===== src/common/rcg_defines.svh =====
// Offsets, field positions, reset values and responses of the reference clock generator.
`ifndef RCG_DEFINES_SVH
`define RCG_DEFINES_SVH
// Register byte offsets on the bus.
`define RCG_OFF_CTRL    4'h0
`define RCG_OFF_STAT    4'h4
// Field positions inside the control register.
`define RCG_RUN_BIT     7
`define RCG_DUTY_HI     4
`define RCG_DUTY_LO     3
`define RCG_DIV_HI      2
`define RCG_DIV_LO      0
// Reset value of the control register.
`define RCG_CTRL_RST    8'h00
// Bus responses.
`define RCG_RESP_OKAY   2'h0
`define RCG_RESP_DECERR 2'h3
`endif


===== src/common/rcg_pkg.sv =====
// Types shared by the reference clock generator.
package rcg_pkg;
  // Control register image, laid out as software sees it.
  typedef struct packed {
    logic       refclk_run;      // Generator enable.
    logic [1:0] rsvd;            // Unimplemented, read as zero.
    logic [1:0] refclk_duty_sel; // High time in quarters of a period.
    logic [2:0] refclk_div_sel;  // Power-of-two divide code.
  } rcg_ctrl_t;
  // Generator state, one-hot.
  typedef enum logic [1:0] {
    RCG_ST_IDLE = 2'b01,
    RCG_ST_RUN  = 2'b10
  } rcg_state_t;
endpackage


===== src/rcg_top.sv =====
// Reference clock output generator with an AXI4-Lite register slave.
//
// Behaviour
// - Enable bit seven runs or stops generator.
// - Duty codes give 25, 50, 75 percent.
// - Duty code zero holds divided output low.
// - Divider code divides base clock by powers.
// - Lowest divider passes base clock, ignores duty.
//
// Added by the designer: the placing of the registers and the AXI4-Lite interface to the registers.
`timescale 1ns/1ps
`include "rcg_defines.svh"

module rcg_top
  import rcg_pkg::*;
(
  // Clock, reset and clock enable.
  input  wire logic        aclk,
  input  wire logic        aresetn,
  input  wire logic        ce,
  // Write address channel.
  input  wire logic [3:0]  awaddr,
  input  wire logic        awvalid,
  output logic             awready,
  // Write data channel.
  input  wire logic [31:0] wdata,
  input  wire logic [3:0]  wstrb,
  input  wire logic        wvalid,
  output logic             wready,
  // Write response channel.
  output logic [1:0]       bresp,
  output logic             bvalid,
  input  wire logic        bready,
  // Read address channel.
  input  wire logic [3:0]  araddr,
  input  wire logic        arvalid,
  output logic             arready,
  // Read data channel.
  output logic [31:0]      rdata,
  output logic [1:0]       rresp,
  output logic             rvalid,
  input  wire logic        rready,
  // Reference clock output.
  output logic             refclk_out
);

  // Software-visible control register.
  rcg_ctrl_t   ctrl_r;
  // Settings in force for the current output period.
  rcg_ctrl_t   act_r;
  // Generator state and its next value.
  rcg_state_t  st_r;
  rcg_state_t  st_nxt;
  // Position inside the output period, in aclk cycles.
  logic [7:0]  cnt_r;
  // Last count of the period and length of the high phase.
  logic [7:0]  per_m1;
  logic [7:0]  hi_len;
  // Output flip-flop.
  logic        out_r;
  // Captured write address and data.
  logic [3:0]  aw_addr_r;
  logic        aw_got_r;
  logic [7:0]  w_byte_r;
  logic        w_strb0_r;
  logic        w_got_r;
  // Response registers.
  logic        bvalid_r;
  logic [1:0]  bresp_r;
  logic        rvalid_r;
  logic [1:0]  rresp_r;
  logic [31:0] rdata_r;
  // Write is carried out in this cycle.
  logic        do_wr;

  // The base clock is taken as aclk/2, so divide-by-N gives a period of 2N cycles.
  // Sizing in nine bits keeps the 256-cycle period of code seven exact.
  assign per_m1 = 8'((9'h2 << act_r.refclk_div_sel) - 9'h1);

  // High phase length; pass-through keeps the base clock's own half period.
  always_comb begin
    if (act_r.refclk_div_sel == 3'h0) begin
      hi_len = 8'h1;
    end else begin
      // Quarters of a period of 2N cycles, N being at least two here.
      hi_len = 8'({6'h0, act_r.refclk_duty_sel} << (act_r.refclk_div_sel - 3'h1));
    end
  end

  // Next generator state follows the enable bit.
  always_comb begin
    st_nxt = st_r;
    case (st_r)
      RCG_ST_IDLE: begin
        if (ctrl_r.refclk_run) begin
          st_nxt = RCG_ST_RUN;
        end
      end
      RCG_ST_RUN: begin
        if (!ctrl_r.refclk_run) begin
          st_nxt = RCG_ST_IDLE;
        end
      end
      default: begin
        st_nxt = RCG_ST_IDLE;
      end
    endcase
  end

  // State register; ce low freezes it like every other flop.
  always_ff @(posedge aclk) begin
    if (!aresetn) begin
      st_r <= RCG_ST_IDLE;
    end else if (ce) begin
      st_r <= st_nxt;
    end
  end

  // Period counter; held at zero while stopped so a start begins a full period.
  always_ff @(posedge aclk) begin
    if (!aresetn) begin
      cnt_r <= 8'h0;
    end else if (ce) begin
      if (st_r != RCG_ST_RUN) begin
        cnt_r <= 8'h0;
      end else if (cnt_r == per_m1) begin
        cnt_r <= 8'h0;
      end else begin
        cnt_r <= cnt_r + 8'h1;
      end
    end
  end

  // Active settings are loaded only while stopped or on the last cycle of a period.
  // This avoids the runt pulse a mid-period divider change would cut.
  always_ff @(posedge aclk) begin
    if (!aresetn) begin
      act_r <= `RCG_CTRL_RST;
    end else if (ce) begin
      if (st_r != RCG_ST_RUN || cnt_r == per_m1) begin
        act_r <= ctrl_r;
      end
    end
  end

  // Output flop; high while the count is inside the high phase.
  // In a divided period duty code zero gives a zero length, so the output stays low.
  // Clearing the enable stops at once and may shorten the last pulse.
  always_ff @(posedge aclk) begin
    if (!aresetn) begin
      out_r <= 1'b0;
    end else if (ce) begin
      if (st_r == RCG_ST_RUN) begin
        out_r <= (cnt_r < hi_len);
      end else begin
        out_r <= 1'b0;
      end
    end
  end

  assign refclk_out = out_r;

  // Ready terms; each channel takes one item, then waits for the response.
  assign awready = ce && !aw_got_r && !bvalid_r;
  assign wready  = ce && !w_got_r && !bvalid_r;
  assign arready = ce && !rvalid_r;
  assign do_wr   = ce && aw_got_r && w_got_r && !bvalid_r;

  // Write address capture.
  always_ff @(posedge aclk) begin
    if (!aresetn) begin
      aw_got_r  <= 1'b0;
      aw_addr_r <= 4'h0;
    end else if (awvalid && awready) begin
      aw_got_r  <= 1'b1;
      aw_addr_r <= awaddr;
    end else if (do_wr) begin
      aw_got_r  <= 1'b0;
    end
  end

  // Write data capture; only the low byte holds register bits.
  always_ff @(posedge aclk) begin
    if (!aresetn) begin
      w_got_r   <= 1'b0;
      w_byte_r  <= 8'h0;
      w_strb0_r <= 1'b0;
    end else if (wvalid && wready) begin
      w_got_r   <= 1'b1;
      w_byte_r  <= wdata[7:0];
      w_strb0_r <= wstrb[0];
    end else if (do_wr) begin
      w_got_r   <= 1'b0;
    end
  end

  // Control register; reserved bits are never stored.
  always_ff @(posedge aclk) begin
    if (!aresetn) begin
      ctrl_r <= `RCG_CTRL_RST;
    end else if (do_wr && w_strb0_r && {aw_addr_r[3:2], 2'h0} == `RCG_OFF_CTRL) begin
      ctrl_r.refclk_run      <= w_byte_r[`RCG_RUN_BIT];
      ctrl_r.rsvd            <= 2'h0;
      ctrl_r.refclk_duty_sel <= w_byte_r[`RCG_DUTY_HI:`RCG_DUTY_LO];
      ctrl_r.refclk_div_sel  <= w_byte_r[`RCG_DIV_HI:`RCG_DIV_LO];
    end
  end

  // Write response; only the control register accepts writes.
  always_ff @(posedge aclk) begin
    if (!aresetn) begin
      bvalid_r <= 1'b0;
      bresp_r  <= `RCG_RESP_OKAY;
    end else if (do_wr) begin
      bvalid_r <= 1'b1;
      if ({aw_addr_r[3:2], 2'h0} == `RCG_OFF_CTRL) begin
        bresp_r <= `RCG_RESP_OKAY;
      end else begin
        bresp_r <= `RCG_RESP_DECERR;
      end
    end else if (ce && bready) begin
      bvalid_r <= 1'b0;
    end
  end

  assign bvalid = bvalid_r;
  assign bresp  = bresp_r;

  // Read channel; status shows the settings in force and the live count.
  always_ff @(posedge aclk) begin
    if (!aresetn) begin
      rvalid_r <= 1'b0;
      rresp_r  <= `RCG_RESP_OKAY;
      rdata_r  <= 32'h0;
    end else if (arvalid && arready) begin
      rvalid_r <= 1'b1;
      case ({araddr[3:2], 2'h0})
        `RCG_OFF_CTRL: begin
          rresp_r <= `RCG_RESP_OKAY;
          rdata_r <= {24'h0, ctrl_r};
        end
        `RCG_OFF_STAT: begin
          rresp_r <= `RCG_RESP_OKAY;
          rdata_r <= {8'h0, cnt_r, act_r, 6'h0, (st_r == RCG_ST_RUN), out_r};
        end
        default: begin
          rresp_r <= `RCG_RESP_DECERR;
          rdata_r <= 32'h0;
        end
      endcase
    end else if (ce && rready) begin
      rvalid_r <= 1'b0;
    end
  end

  assign rvalid = rvalid_r;
  assign rresp  = rresp_r;
  assign rdata  = rdata_r;
endmodule // rcg_top


===== config.mk =====
export PLATFORM = sky130hd
export DESIGN_NAME = rcg_top
export DESIGN_NICKNAME = d
export VERILOG_FILES = /design/src/common/rcg_pkg.sv /design/src/rcg_top.sv
export VERILOG_INCLUDE_DIRS = /design/src /design/src/common
export SDC_FILE = /design/constraint.sdc
export NUM_CORES = 1
export LEC_CHECK = 0
export BUFFER_PORTS_ARGS = -buffer_cell sky130_fd_sc_hd__buf_4
export CAP_MARGIN = 20
export CELL_PAD_IN_SITES_DETAIL_PLACEMENT = 0
export CELL_PAD_IN_SITES_GLOBAL_PLACEMENT = 2
export CORE_UTILIZATION = 34
export CTS_BUF_LIST = sky130_fd_sc_hd__clkbuf_4 sky130_fd_sc_hd__clkbuf_8
export CTS_CLUSTER_DIAMETER = 80
export DETAILED_ROUTE_END_ITERATION = 10
export PLACE_DENSITY_LB_ADDON = 0.1
export SLEW_MARGIN = 20
export SYNTH_ARGS = -nofsm -noshare
export SYNTH_HDL_FRONTEND = slang
export SYNTH_SLANG_ARGS = --single-unit

===== constraint.sdc =====
create_clock -name aclk -period 6.7 [get_ports aclk]
set_input_delay 2.01 -clock aclk [delete_from_list [all_inputs] [get_ports aclk]]
set_output_delay 2.01 -clock aclk [all_outputs]
set_load 0.05 [all_outputs]

==> results.md <==
- Outcome: complete, but fails checks
- Failing checks: design-rule violations
- CP Capture Type: output port
- ANT cells: 0
- Final Setup Violations: 0
- DR vias/cell: 4.89
- Initial antenna violation count: 0
- Largest net degree at the start of global routing: between 50 and 60
- Hold WC Path Type: reg2reg
- Core Area: 8810 sq um
- Clk buf depth: 2
- Final Instance Count excl. Fillers: 493
- Critical path buffer and inverter count: 2
- Power Density: 206 nW/um^2
- Critical Path Most Common Cell: buf_4
- Final HPWL DP: 5030 microns
- Port bufs: 48
- CTS tree: done
- Met1 Use GR: 19.3%
- CTS sink cnt: 58
- Die area: 9580 sq um
- Worst Reg-to-Reg Cells: 11
- Worst endpoint required time: 4.69 ns
- Unrepaired setup endpoints after global routing: false
- Min cycle time layout: ~4.7 ns
- Grt met3 use: between 3 and 4%
- Layout Utilization: 41.0%
- Root Driver: clkbuf_8
- Slew headroom: a little under two fifths
- Detailed Routing Iterations Pass 1: 7
- Register Area: 1160 sq um
- P&R area growth vs syn: 15.6%
- Async SR Flop Fraction: 0%
- Critical Path Slowest Stage Cell: nor2b_1
- Final ANT Viol Nets: 0
- Critical path endpoint: arready
- Yosys reg bits: 58
- Final worst slack: 1.99 ns
- Critical path depth: 3
- Final nets: 448
- CP arrival: 2.70 ns
- Filler cells: 904
- Critical R2R Launch: act_r[0]$_SDFFE_PN0P_
- GR peak layer: met2
- Dpl ws: 1.98 ns
- Slew @ Worst Pin: 0.930 ns
- Layout cells sized above 1: 18.4%
- CP top delay family: buffers and inverters
- Seq/Total Area, Yosys: a little under two fifths
- Syn_area_per_cell: 9.01 sq um
- Delay of the slowest cell on the worst path: 0.24 ns
- WS Path Type: in2out
- Clk_skew: 0.00854 ns
- Die Y: 97.9 microns
- Ports: 94
- Ys flop type: dfxtp_1
- Crit path from: ce
- Fmax: 0.212 GHz
- Synth unique cells: 51
- DRT iter0 DRCs: 74
- Placed cells: roughly 480
- Total wire length: 7130 microns
- CP Cell Sequence: buf_4 > nor2b_1 > buf_4
- # rows: 34
- Post-cts resize count: 0
- Post-route cell area: about 3600 sq um
- Synthesized area: 3130 sq um
- Initial cell density of the core: a little over a third
- Clock-pin slew on the worst setup and hold paths: 0.06 ns
- Area after DPL: ~3400 sq um
- Via count: ~2400
- Vias in the first global route: 2361
- Leak: 1.42 nW
- Reg2Reg Setup Slack: 3.29 ns
- Worst-Skew Late Latency: around 0.33 ns
- Final worst path period share: 70.4%
- Area of the multi-input gates: between 1500 and 2000 sq um
- Post-synth EDFFs: 0
- Synth Instances: 347
- Ys Warns: 0
- Max Cap Violations: 0
- Final Wtd Congestion: around 0.78
- CP Launch Type: primary input
- First-pass GRT wire length: 12000 microns
- CTS Buf Count: 9
- Crit Path Max Fanout: 21
- Post-route setup TNS: 0 ns
- H-tree depth: 3
- Drc violations: 2
- Peak supply drop: between 0.1 and 0.15 mV
- CTS hold repair buffers: 0
- Routed length per instance: 14.5 microns
- Grt ovf: 0
- Final hold vios: 0
- Reg2reg end: act_r[2]$_SDFFE_PN0P_
- GRT Resource Usage Total: 15.9%
- DIE WIDTH: 97.9 microns
- Met2 Track Usage GR: a little over a quarter
- Post-CTS Setup Inserts: 0
- Pins Over Slew Limit: 0
## area by class of cell
type,instances,share of cell area [%]
sequential,58,32.1
tap,108,3.74
timing repair buffer,48,9.97
inverter,8,0.831
clock buffer,11,4.19
multi-input combinational,257,48.0
clock inverter,3,1.11
## worst min-delay path by stage
stage / start / endpoint / slack, ns / cells past startpoint
after global placement: act_r[7]$_SDFFE_PN0P_ / act_r[7]$_SDFFE_PN0P_ / 0.45 / 2
after CTS: act_r[7]$_SDFFE_PN0P_ / act_r[7]$_SDFFE_PN0P_ / 0.46 / 2
after detailed placement: act_r[7]$_SDFFE_PN0P_ / act_r[7]$_SDFFE_PN0P_ / 0.45 / 2
after floorplan: act_r[7]$_SDFFE_PN0P_ / act_r[7]$_SDFFE_PN0P_ / 0.42 / 2
after global routing: rdata[12]$_SDFFE_PN0P_ / rdata[12]$_SDFFE_PN0P_ / 0.49 / 2
final: act_r[7]$_SDFFE_PN0P_ / act_r[7]$_SDFFE_PN0P_ / 0.45 / 2
## metal layers
layer	part of all wire, %	vias to the layer above
met5	0	-
met4	1.1	0
met3	3.6	8
met2	47	47
met1	48	1119
li1	-	1236
## logic make-up (layout without fill, tap and decap cells)
group,Yosys count,after routing,synth area share (%)
buffers and inverters,43,70,8.65
and+or+nand+nor,135,135,22.1
xor gates and xnor gates,15,15,4.80
DFF,58,58,37.1
other,1,12,0.120
AOI/OAI and AO/OA,60,60,14.9
adders and majority gates,14,14,5.60
muxes,21,21,6.77
## synthesized netlist by cell type (2+ instances only)
library cell | n | area, sq um
o21a_1 | 2 | 15.0
inv_1 | 8 | 30.0
o2bb2ai_1 | 6 | 52.6
clkbuf_1 | 10 | 37.5
nand4_1 | 5 | 31.3
nand2_1 | 43 | 161
buf_4 | 14 | 105
a21oi_1 | 5 | 25.0
and3_1 | 4 | 25.0
o21ai_0 | 6 | 30.0
nor2_1 | 14 | 52.6
o211ai_1 | 2 | 15.0
ha_1 | 14 | 175
xnor2_1 | 5 | 43.8
o31a_1 | 2 | 17.5
and2_1 | 3 | 18.8
buf_6 | 4 | 45.0
nor4_1 | 2 | 12.5
dfxtp_1 | 58 | 1160
a21boi_0 | 21 | 158
a31oi_1 | 3 | 18.8
clkbuf_8 | 2 | 27.5
buf_2 | 5 | 25.0
nand3_1 | 24 | 120
nor3_1 | 2 | 10.0
xor2_1 | 9 | 78.8
nand2b_1 | 4 | 25.0
o31ai_1 | 2 | 15.0
mux2i_1 | 20 | 200
nand3b_1 | 2 | 15.0
nor2b_1 | 26 | 163
## cell usage in the layout (no fill, tap or decap), types with 3 or more instances in the layout
cell type,netlist,layout
dfxtp_1,58,58
mux2i_1,20,20
and3_1,4,4
conb_1,1,12
buf_4,14,48
nor2_1,14,14
o2bb2ai_1,6,6
xor2_1,9,9
inv_1,8,8
and2_1,3,3
nand2_1,43,43
nand3_1,24,24
clkbuf_8,2,11
nand4_1,5,5
a31oi_1,3,3
o21ai_0,6,6
a21oi_1,5,5
a21boi_0,21,21
nand2b_1,4,4
nor2b_1,26,26
ha_1,14,14
xnor2_1,5,5
## through the flow
stage / total power [mW] / hold slack [ns]
2_1_floorplan: 0.417 / 0.423
3_3_place_gp: 0.429 / 0.451
3_5_place_dp: 0.430 / 0.447
4_1_cts: 0.759 / 0.456
5_1_grt: 0.780 / 0.485
6_report: 0.746 / 0.453
## power breakdown
group          leakage, nW  internal (mW)  total, mW  switching (mW)
logic                0.851         0.0212     0.0690          0.0477
registers            0.469          0.349      0.352         0.00275
clock network        0.101          0.187      0.325           0.138
total                 1.42          0.557      0.746           0.189
## tightest hold or removal path, cell delays in order (launching register included)
cell,delay [ns]
dfxtp_1,0.31
inv_1,0.05
o2bb2ai_1,0.05
## flip-flops by register name (all words and copies together), names as in the netlist
register	count
act_r	6
aw_got_r	1
bvalid	1
rresp	1
rdata	20
st_r	2
refclk_out	1
ctrl_r	6
w_got_r	1
cnt_r	8
w_byte_r	6
bresp	1
aw_addr_r	2
rvalid	1
w_strb0_r	1
(Power assumes the default switching activity.)
